<file path="config.mk">
export PLATFORM = sky130hd
export DESIGN_NAME = trt_transmitter
export DESIGN_NICKNAME = d
export VERILOG_FILES = /design/src/trt_pkg.sv /design/src/trt_baud.sv /design/src/trt_fifo.sv /design/src/trt_transmitter.sv
export VERILOG_INCLUDE_DIRS = /design/src
export SDC_FILE = /design/constraint.sdc
export NUM_CORES = 1
export LEC_CHECK = 0
export BUFFER_PORTS_ARGS = -buffer_cell sky130_fd_sc_hd__buf_2
export CAP_MARGIN = 20
export CORE_ASPECT_RATIO = 1.5
export CORE_UTILIZATION = 32
export CTS_CLUSTER_SIZE = 28
export DETAILED_ROUTE_END_ITERATION = 6
export MAX_ROUTING_LAYER = met4
export PLACE_DENSITY = 0.49
export SYNTH_ARGS = -nofsm -noshare
export SYNTH_HDL_FRONTEND = slang
export SYNTH_SLANG_ARGS = --single-unit
</file>
<file path="constraint.sdc">
create_clock -name MCLK -period 3.64 [get_ports MCLK]
set_input_delay 0.364 -clock MCLK [delete_from_list [all_inputs] [get_ports MCLK]]
set_output_delay 0.364 -clock MCLK [all_outputs]
set_load 0.05 [all_outputs]
</file>
<file path="src/trt_defines.svh">
// Constants for the tape reader start-stop transmitter.
// Assumes inclusion by bare name from every file that needs a figure.
`ifndef TRT_DEFINES_SVH
`define TRT_DEFINES_SVH

// ----------------------------------------------------------------------------
// Code group layout
// ----------------------------------------------------------------------------
`define TRT_CODE_BITS 5
`define TRT_LAST_BIT 3'H4
`define TRT_FIRST_BIT 3'H0
`define TRT_MARK 1'B1
`define TRT_SPACE 1'B0

// ----------------------------------------------------------------------------
// Timing and buffer depth
// ----------------------------------------------------------------------------
`define TRT_CLK_PERIOD_NS 4
`define TRT_UNIT_NS 4000
`define TRT_UNIT_CYCLES (`TRT_UNIT_NS / `TRT_CLK_PERIOD_NS)
`define TRT_STOP_UNITS 1
`define TRT_FIFO_DEPTH 16

`endif

</file>
<file path="src/trt_pkg.sv">
// Types shared by the tape reader start-stop transmitter.
// Assumes trt_defines.svh is on the include path.
`include "trt_defines.svh"

package trt_pkg;

    // ------------------------------------------------------------------------
    // Sequencer states, one-hot
    // ------------------------------------------------------------------------
    typedef enum logic [3:0] {
        TRT_IDLE = 4'H1,
        TRT_START = 4'H2,
        TRT_DATA = 4'H4,
        TRT_STOP = 4'H8
    } trt_state_t;

    // ------------------------------------------------------------------------
    // Carriers
    // ------------------------------------------------------------------------
    typedef logic [`TRT_CODE_BITS-1:0] trt_row_t;

    typedef struct packed {
        logic start;
        logic tape_out;
        logic tight_tape;
        logic manual_stop;
    } trt_ctl_t;

    typedef struct packed {
        trt_ctl_t ctl_m;
        trt_ctl_t ctl_s;
        trt_row_t row_m;
        trt_row_t row_s;
        trt_state_t state;
        trt_row_t row;
        logic [2:0] bit_idx;
        logic [3:0] stop_cnt;
        logic line;
        logic adv;
        logic busy;
        logic push;
        trt_row_t push_code;
    } trt_tx_st_t;

endpackage

</file>
<file path="src/trt_baud.sv">
// Unit interval divider for the tape reader transmitter.
// Assumes one clock; clr restarts a full unit from the next edge.
`timescale 1ns/10ps

module trt_baud #(
    parameter int unsigned CYCLES = 8
) (
    // Clock and reset
    input wire logic clk,
    input wire logic rst,
    // Control
    input wire logic clr,
    output logic tick
);
    localparam int unsigned CW = (CYCLES > 2) ? $clog2(CYCLES) : 2;
    localparam logic [CW-1:0] LAST = CW'(CYCLES - 1);
    localparam logic [CW-1:0] ONE = CW'(1);

    typedef struct packed {
        logic [CW-1:0] cnt;
        logic tick;
    } trt_baud_st_t;

    trt_baud_st_t q;
    trt_baud_st_t d;

    // ------------------------------------------------------------------------
    // Counter
    // ------------------------------------------------------------------------
    // A clear loads one so that the first tick lands exactly one unit later.
    always_comb begin
        d = q;
        d.tick = 1'B0;
        if (clr) begin
            d.cnt = ONE;
        end else if (q.cnt == LAST) begin
            d.cnt = '0;
            d.tick = 1'B1;
        end else begin
            d.cnt = q.cnt + ONE;
        end
    end

    always_ff @(posedge clk) begin
        if (rst) begin
            q <= '0;
        end else begin
            q <= d;
        end
    end

    assign tick = q.tick;

endmodule // trt_baud

</file>
<file path="src/trt_fifo.sv">
// Small FIFO memory with a registered read stage.
// Assumes one clock; valid and ready handshake on both sides.
`timescale 1ns/10ps

module trt_fifo #(
    parameter int unsigned WIDTH = 5,
    parameter int unsigned DEPTH = 16
) (
    // Clock and reset
    input wire logic clk,
    input wire logic rst,
    // Fill side
    input wire logic in_valid,
    output logic in_ready,
    input wire logic [WIDTH-1:0] in_data,
    // Drain side
    output logic out_valid,
    input wire logic out_ready,
    output logic [WIDTH-1:0] out_data
);
    localparam int unsigned AW = $clog2(DEPTH);
    localparam logic [AW:0] FULL = (AW+1)'(DEPTH);
    localparam logic [AW:0] STEP = (AW+1)'(1);

    typedef struct packed {
        logic [AW:0] wr;
        logic [AW:0] rd;
        logic out_valid;
        logic [WIDTH-1:0] out_data;
    } trt_fifo_st_t;

    trt_fifo_st_t q;
    trt_fifo_st_t d;
    logic [WIDTH-1:0] mem [DEPTH];
    logic push;
    logic load;

    // ------------------------------------------------------------------------
    // Pointers and read register
    // ------------------------------------------------------------------------
    assign in_ready = (q.wr - q.rd) != FULL;
    assign push = in_valid && in_ready;
    assign load = (q.wr != q.rd) && (!q.out_valid || out_ready);

    always_comb begin
        d = q;
        if (push) begin
            d.wr = q.wr + STEP;
        end
        if (load) begin
            d.out_data = mem[q.rd[AW-1:0]];
            d.out_valid = 1'B1;
            d.rd = q.rd + STEP;
        end else if (out_ready) begin
            d.out_valid = 1'B0;
        end
    end

    always_ff @(posedge clk) begin
        if (rst) begin
            q <= '0;
        end else begin
            q <= d;
        end
    end

    always_ff @(posedge clk) begin
        if (push) begin
            mem[q.wr[AW-1:0]] <= in_data;
        end
    end

    assign out_valid = q.out_valid;
    assign out_data = q.out_data;

endmodule // trt_fifo

</file>
<file path="src/trt_transmitter.sv">
// Start-stop serial transmitter fed by a five-hole tape reader.
// Assumes asynchronous control and sense pins, a synchronous consumer of the
// sent-code stream and a reader that moves the tape on each advance pulse.
`timescale 1ns/10ps
`include "trt_defines.svh"

module trt_transmitter #(
    parameter int unsigned UNIT_CYCLES = `TRT_UNIT_CYCLES,
    parameter int unsigned STOP_UNITS = `TRT_STOP_UNITS,
    parameter int unsigned FIFO_DEPTH = `TRT_FIFO_DEPTH
) (
    // Clock and reset
    input wire logic MCLK,
    input wire logic RESET,
    // Operator and reader control pins
    input wire logic START_REQ,
    input wire logic TAPE_OUT,
    input wire logic TIGHT_TAPE,
    input wire logic MANUAL_STOP,
    // Tape sense pins, one per code position
    input wire logic [`TRT_CODE_BITS-1:0] TAPE_ROW,
    // Signal line and reader feed
    output logic LINE_MARK,
    output logic TAPE_ADVANCE,
    output logic BUSY,
    // Stream of sent code groups
    output logic SENT_VALID,
    input wire logic SENT_READY,
    output logic [`TRT_CODE_BITS-1:0] SENT_CODE
);
    localparam logic [3:0] STOP_LAST = 4'(STOP_UNITS - 1);

    trt_pkg::trt_tx_st_t q;
    trt_pkg::trt_tx_st_t d;
    trt_pkg::trt_ctl_t ctl_pins;
    logic tick;
    logic clr;
    logic run;
    logic go;
    logic fifo_in_ready;

    function automatic logic slot_level(input trt_pkg::trt_state_t st,
                                        input trt_pkg::trt_row_t row,
                                        input logic [2:0] idx);
        logic lvl;
        lvl = `TRT_MARK;
        if (st == trt_pkg::TRT_START) begin
            lvl = `TRT_SPACE;
        end else if (st == trt_pkg::TRT_DATA) begin
            lvl = row[idx];
        end
        return lvl;
    endfunction

    // ------------------------------------------------------------------------
    // Unit interval divider
    // ------------------------------------------------------------------------
    trt_baud #(
        .CYCLES(UNIT_CYCLES)
    ) u_baud (
        .clk(MCLK),
        .rst(RESET),
        .clr(clr),
        .tick(tick)
    );

    // ------------------------------------------------------------------------
    // Sent-code buffer
    // ------------------------------------------------------------------------
    // A full buffer holds the next group back, so a stalled consumer stops
    // the tape rather than losing a code.
    trt_fifo #(
        .WIDTH(`TRT_CODE_BITS),
        .DEPTH(FIFO_DEPTH)
    ) u_fifo (
        .clk(MCLK),
        .rst(RESET),
        .in_valid(q.push),
        .in_ready(fifo_in_ready),
        .in_data(q.push_code),
        .out_valid(SENT_VALID),
        .out_ready(SENT_READY),
        .out_data(SENT_CODE)
    );

    // ------------------------------------------------------------------------
    // Sequencer
    // ------------------------------------------------------------------------
    assign ctl_pins = '{start: START_REQ, tape_out: TAPE_OUT,
                        tight_tape: TIGHT_TAPE, manual_stop: MANUAL_STOP};

    // Any stop condition withdraws the start control.
    assign run = q.ctl_s.start && !q.ctl_s.tape_out && !q.ctl_s.tight_tape
                 && !q.ctl_s.manual_stop;
    assign go = run && fifo_in_ready;

    always_comb begin
        d = q;
        clr = 1'B0;
        d.ctl_m = ctl_pins;
        d.ctl_s = q.ctl_m;
        d.row_m = TAPE_ROW;
        d.row_s = q.row_m;
        d.adv = 1'B0;
        d.push = 1'B0;
        unique case (q.state)
            trt_pkg::TRT_IDLE: begin
                if (go) begin
                    d.state = trt_pkg::TRT_START;
                    d.row = q.row_s;
                    clr = 1'B1;
                end
            end
            trt_pkg::TRT_START: begin
                if (tick) begin
                    d.state = trt_pkg::TRT_DATA;
                    d.bit_idx = `TRT_FIRST_BIT;
                end
            end
            trt_pkg::TRT_DATA: begin
                if (tick) begin
                    if (q.bit_idx == `TRT_LAST_BIT) begin
                        d.state = trt_pkg::TRT_STOP;
                        d.stop_cnt = '0;
                        d.adv = 1'B1;
                        d.push = 1'B1;
                        d.push_code = q.row;
                    end else begin
                        d.bit_idx = q.bit_idx + 3'H1;
                    end
                end
            end
            trt_pkg::TRT_STOP: begin
                if (tick) begin
                    if (q.stop_cnt == STOP_LAST) begin
                        if (go) begin
                            d.state = trt_pkg::TRT_START;
                            d.row = q.row_s;
                            clr = 1'B1;
                        end else begin
                            d.state = trt_pkg::TRT_IDLE;
                        end
                    end else begin
                        d.stop_cnt = q.stop_cnt + 4'H1;
                    end
                end
            end
        endcase
        // Each slot is chosen only by its own position bit.
        d.line = slot_level(d.state, d.row, d.bit_idx);
        d.busy = d.state != trt_pkg::TRT_IDLE;
    end

    always_ff @(posedge MCLK) begin
        if (RESET) begin
            q <= '0;
            q.state <= trt_pkg::TRT_IDLE;
            q.line <= `TRT_MARK;
        end else begin
            q <= d;
        end
    end

    assign LINE_MARK = q.line;
    assign TAPE_ADVANCE = q.adv;
    assign BUSY = q.busy;

    // ------------------------------------------------------------------------
    // Checks
    // ------------------------------------------------------------------------
    // Counts the cycles spent in the current start impulse.
    logic [31:0] start_len_q;

    always_ff @(posedge MCLK) begin
        if (RESET) begin
            start_len_q <= 32'H0;
        end else if (d.state == trt_pkg::TRT_START && clr) begin
            start_len_q <= 32'H1;
        end else if (q.state == trt_pkg::TRT_START) begin
            start_len_q <= start_len_q + 32'H1;
        end
    end

    // Counts the cycles spent in the current code slot or stop impulse.
    logic [31:0] slot_len_q;

    always_ff @(posedge MCLK) begin
        if (RESET) begin
            slot_len_q <= 32'H0;
        end else if (d.state != q.state || d.bit_idx != q.bit_idx) begin
            slot_len_q <= 32'H1;
        end else begin
            slot_len_q <= slot_len_q + 32'H1;
        end
    end
endmodule // trt_transmitter

</file>
==> impl_metrics.env <==
export IMPL_cts_post_setup_buffers_inserted=0
export IMPL_insertion_delay_ns=0.42
export IMPL_setup_total_negative_slack_ns=0
export IMPL_yosysMostFrequentCell="sky130_fd_sc_hd__edfxtp_1"
export IMPL_synth_lib_cells_used_distinct=52
export IMPL_ff2ff_path_depth=9
export IMPL_violations_in_the_final_reports="DRC"
export IMPL_hold_path_depth=2
export IMPL_io_buffers=20
export IMPL_finalWirelength_um=12800
export IMPL_post_route_drc_count=1
export IMPL_pin_count=21
export IMPL_cp_end_kind="flop"
export IMPL_cap_viol_max_count=0
export IMPL_grt_overflow_total=0
export IMPL_power_report_internal_total_mw=2.998
export IMPL_die_x_um=115.7
export IMPL_grt_pass1_wl_um=20420
export IMPL_synthesis_nets=496
export IMPL_cp_arrival_ns=3.09
export IMPL_top_post_synthesis_cells_by_area="sky130_fd_sc_hd__edfxtp_1 (39%), sky130_fd_sc_hd__dfxtp_1 (22%), sky130_fd_sc_hd__mux4_2 (9.1%)"
export IMPL_worstMarginPinSlew_ns=1.008
export IMPL_cellLeakagePower_nw=2.469
export IMPL_hpwl_um=9085
export IMPL_synth_common_cells="sky130_fd_sc_hd__edfxtp_1 (80), sky130_fd_sc_hd__nor2_1 (71), sky130_fd_sc_hd__dfxtp_1 (69), sky130_fd_sc_hd__nor2b_1 (26), sky130_fd_sc_hd__mux4_2 (25)"
export IMPL_fmaxAchievable_ghz=0.3309
export IMPL_max_clock_path_buffers=2
export IMPL_grt_pass1_vias=3671
export IMPL_cts_tree="built"
export IMPL_wire_per_inst_um=16.89
export IMPL_ir_drop_uv=252.3
export IMPL_area_growth_pct=14.05
export IMPL_synth_yosys_seq_area_share_pct=60.96
export IMPL_crit_path_max_fanout=8
export IMPL_place_congestion=0.8212
export IMPL_final_hold_viol_count=0
export IMPL_post_layout_nonfiller_instances=758
export IMPL_power_sequential_fraction_pct=45.5
export IMPL_combinationalPowerShare_pct=14.9
export IMPL_setup_violations_final=0
export IMPL_timing_worst_setup_path_type="flop to flop"
export IMPL_num_nets_final=515
export IMPL_maxSlewViolCount=0
export IMPL_floorplan_core_area_um2=19080
export IMPL_number_of_core_rows=62
export IMPL_synth_top_cell_area_share_pct=38.70
export IMPL_synthesized_instance_count=470
export IMPL_antenna_cells_inserted=0
export IMPL_outcome="finished, violations left"
export IMPL_final_period_minus_worst_setup_slack_ns=3.022
export IMPL_nFillCells=1885
export IMPL_initial_antenna_violation_count=0
export IMPL_cts_resized_gates=0
export IMPL_power_frac_clock_pct=39.7
export IMPL_drt_antenna_net_count=0
export IMPL_p_per_area_nw_per_um2=564.8
export IMPL_grt_setup_unrepaired="false"
export IMPL_cts_root_buf="sky130_fd_sc_hd__clkbuf_16"
export IMPL_net_switching_power_mw=1.001
export IMPL_timing_critical_path_from_type="flop"
export IMPL_yosys_most_used_dff="sky130_fd_sc_hd__edfxtp_1"
export IMPL_track_usage_pct=14.50
export IMPL_synth_cell_area_um2=6207
export IMPL_synth_area_leader_cell="sky130_fd_sc_hd__edfxtp_1"
export IMPL_synth_avg_cell_area_um2=13.21
export IMPL_clkSlewWorstSetupHoldPaths_ns=0.06
export IMPL_vias=3576
export IMPL_net_sw_share_pct=25.03
export IMPL_placed_cells=726
export IMPL_cts_hold_buffers_added=0
export IMPL_worst_endpoint_required_ns=3.71
export IMPL_cts_buffers=17
export IMPL_synth_enable_flop_cells=80
export IMPL_finalClockSkew_ns=0.005960
export IMPL_ys_warn_count=0
export IMPL_period_share_pct=83.03
export IMPL_timing_hold_ws_ns=0.1518
export IMPL_die_area_um2=19970
export IMPL_initial_core_util_pct=32.53
export IMPL_slew_limit_headroom_pct=32.68
export IMPL_asyncSetResetFlopFracSynth_pct=0
export IMPL_htreeDepth=4
export IMPL_floorplan_die_height_um=172.6
export IMPL_timing_hold_worst_class="primary input to flop"
export IMPL_drt_initial_drc_count=186
export IMPL_clkSinkCount=149
export IMPL_ys_ff_latch=149
export IMPL_first_pass_iters=6
export IMPL_route_detailed_vias_per_inst=4.718
export IMPL_grt_max_degree=44
export IMPL_final_layout_size_suffix_gt1_share_pct=18.13
[stage by stage]
| step | util [%] | setup slack (ns) | power (mW) | cell area (um2) |
|---|---|---|---|---|
| final | 37.10 | 0.6176 | 3.999 | 7079 |
| after global placement | 34.26 | 0.6852 | 2.454 | 6538 |
| after CTS | 37.10 | 0.5683 | 4.054 | 7079 |
| after detailed placement | 34.26 | 0.5952 | 2.460 | 6538 |
| after floorplan | - | 0.7629 | 2.353 | 6207 |
| after global routing | 37.10 | 0.2908 | 4.151 | 7079 |
[flip-flops by register name, indices dropped and copies added (netlist names), 5 cells and up]
| register | count |
|---|---|
| d | 9 |
| q | 30 |
| u_baud.q | 10 |
| u_fifo.mem | 80 |
| u_fifo.out_data | 5 |
| u_fifo.q | 10 |
[power by group through the flow]
stage | logic (mW) | registers (mW) | clock network (mW)
floorplan | 0.483 | 1.87 | 0
global placement | 0.600 | 1.85 | 0
detailed placement | 0.607 | 1.85 | 0
CTS | 0.608 | 1.82 | 1.63
global route | 0.641 | 1.82 | 1.69
finish | 0.594 | 1.82 | 1.59
[worst max-delay path: stages, from the launching register on]
cell	delay [ns]
sky130_fd_sc_hd__dfxtp_1	0.47
sky130_fd_sc_hd__inv_1	0.13
sky130_fd_sc_hd__ha_1	0.37
sky130_fd_sc_hd__nor2b_1	0.16
sky130_fd_sc_hd__a221oi_2	0.25
sky130_fd_sc_hd__xnor2_1	0.18
sky130_fd_sc_hd__o21bai_4	0.18
sky130_fd_sc_hd__and2_1	0.32
sky130_fd_sc_hd__nand2_1	0.23
sky130_fd_sc_hd__nor2_1	0.37
[area by class of cell]
type	instances	area (um2)	share of cell area, %
multi-input combinational	281	2228	31.48
inverter	12	45.04	0.6363
clock inverter	14	112.6	1.591
timing repair buffer	28	160.2	2.262
tap	256	320.3	4.525
clock buffer	18	429.2	6.062
sequential	149	3784	53.45
[cells in the final DEF (no fill, tap or decap), drive strengths merged, types with 7 or more instances in the layout]
| cell | instances |
|---|---|
| edfxtp | 80 |
| nor2 | 72 |
| dfxtp | 69 |
| buf | 28 |
| nor2b | 26 |
| mux4 | 25 |
| nand2 | 22 |
| clkbuf | 18 |
| mux2i | 17 |
| ha | 14 |
| inv | 13 |
| xnor2 | 11 |
| xor2 | 10 |
| nor3 | 9 |
| a21oi | 8 |
| clkinv | 8 |
| nand3 | 7 |
| nand4 | 7 |
[per-layer routing]
layer / share of wire (%) / up-vias / wire (um) / global-route usage [%]
met5: 0 / - / 0 / -
met4: 2.9 / 0 / 367 / 6.517
met3: 2.3 / 20 / 300 / 3.505
met2: 56 / 57 / 7133 / 25.37
met1: 39 / 1765 / 5003 / 15.13
li1: - / 1734 / - / -
[worst paths after layout]
path	start	end	slack, ns
worst min register to register	d[35]	q[35]	0.44
worst max register to register	u_fifo.q[8]	u_fifo.mem[5][2]	0.62
worst max-delay path	u_fifo.q[8]	u_fifo.mem[5][2]	0.62
worst min-delay path	TAPE_ROW[0]	d[25]	0.15
[kinds of logic (layout without fill, tap and decap cells)]
| kind of cell | Yosys count | after routing | synth area share [%] |
|---|---|---|---|
| simple gates | 167 | 167 | 13.55 |
| xor+xnor | 21 | 21 | 2.963 |
| mux | 44 | 44 | 12.17 |
| flops | 149 | 149 | 60.96 |
| compound gates | 35 | 35 | 4.394 |
| fa+ha+maj | 14 | 14 | 2.822 |
| buf+inv | 40 | 72 | 3.145 |
Power figures use the tool's default switching activity.
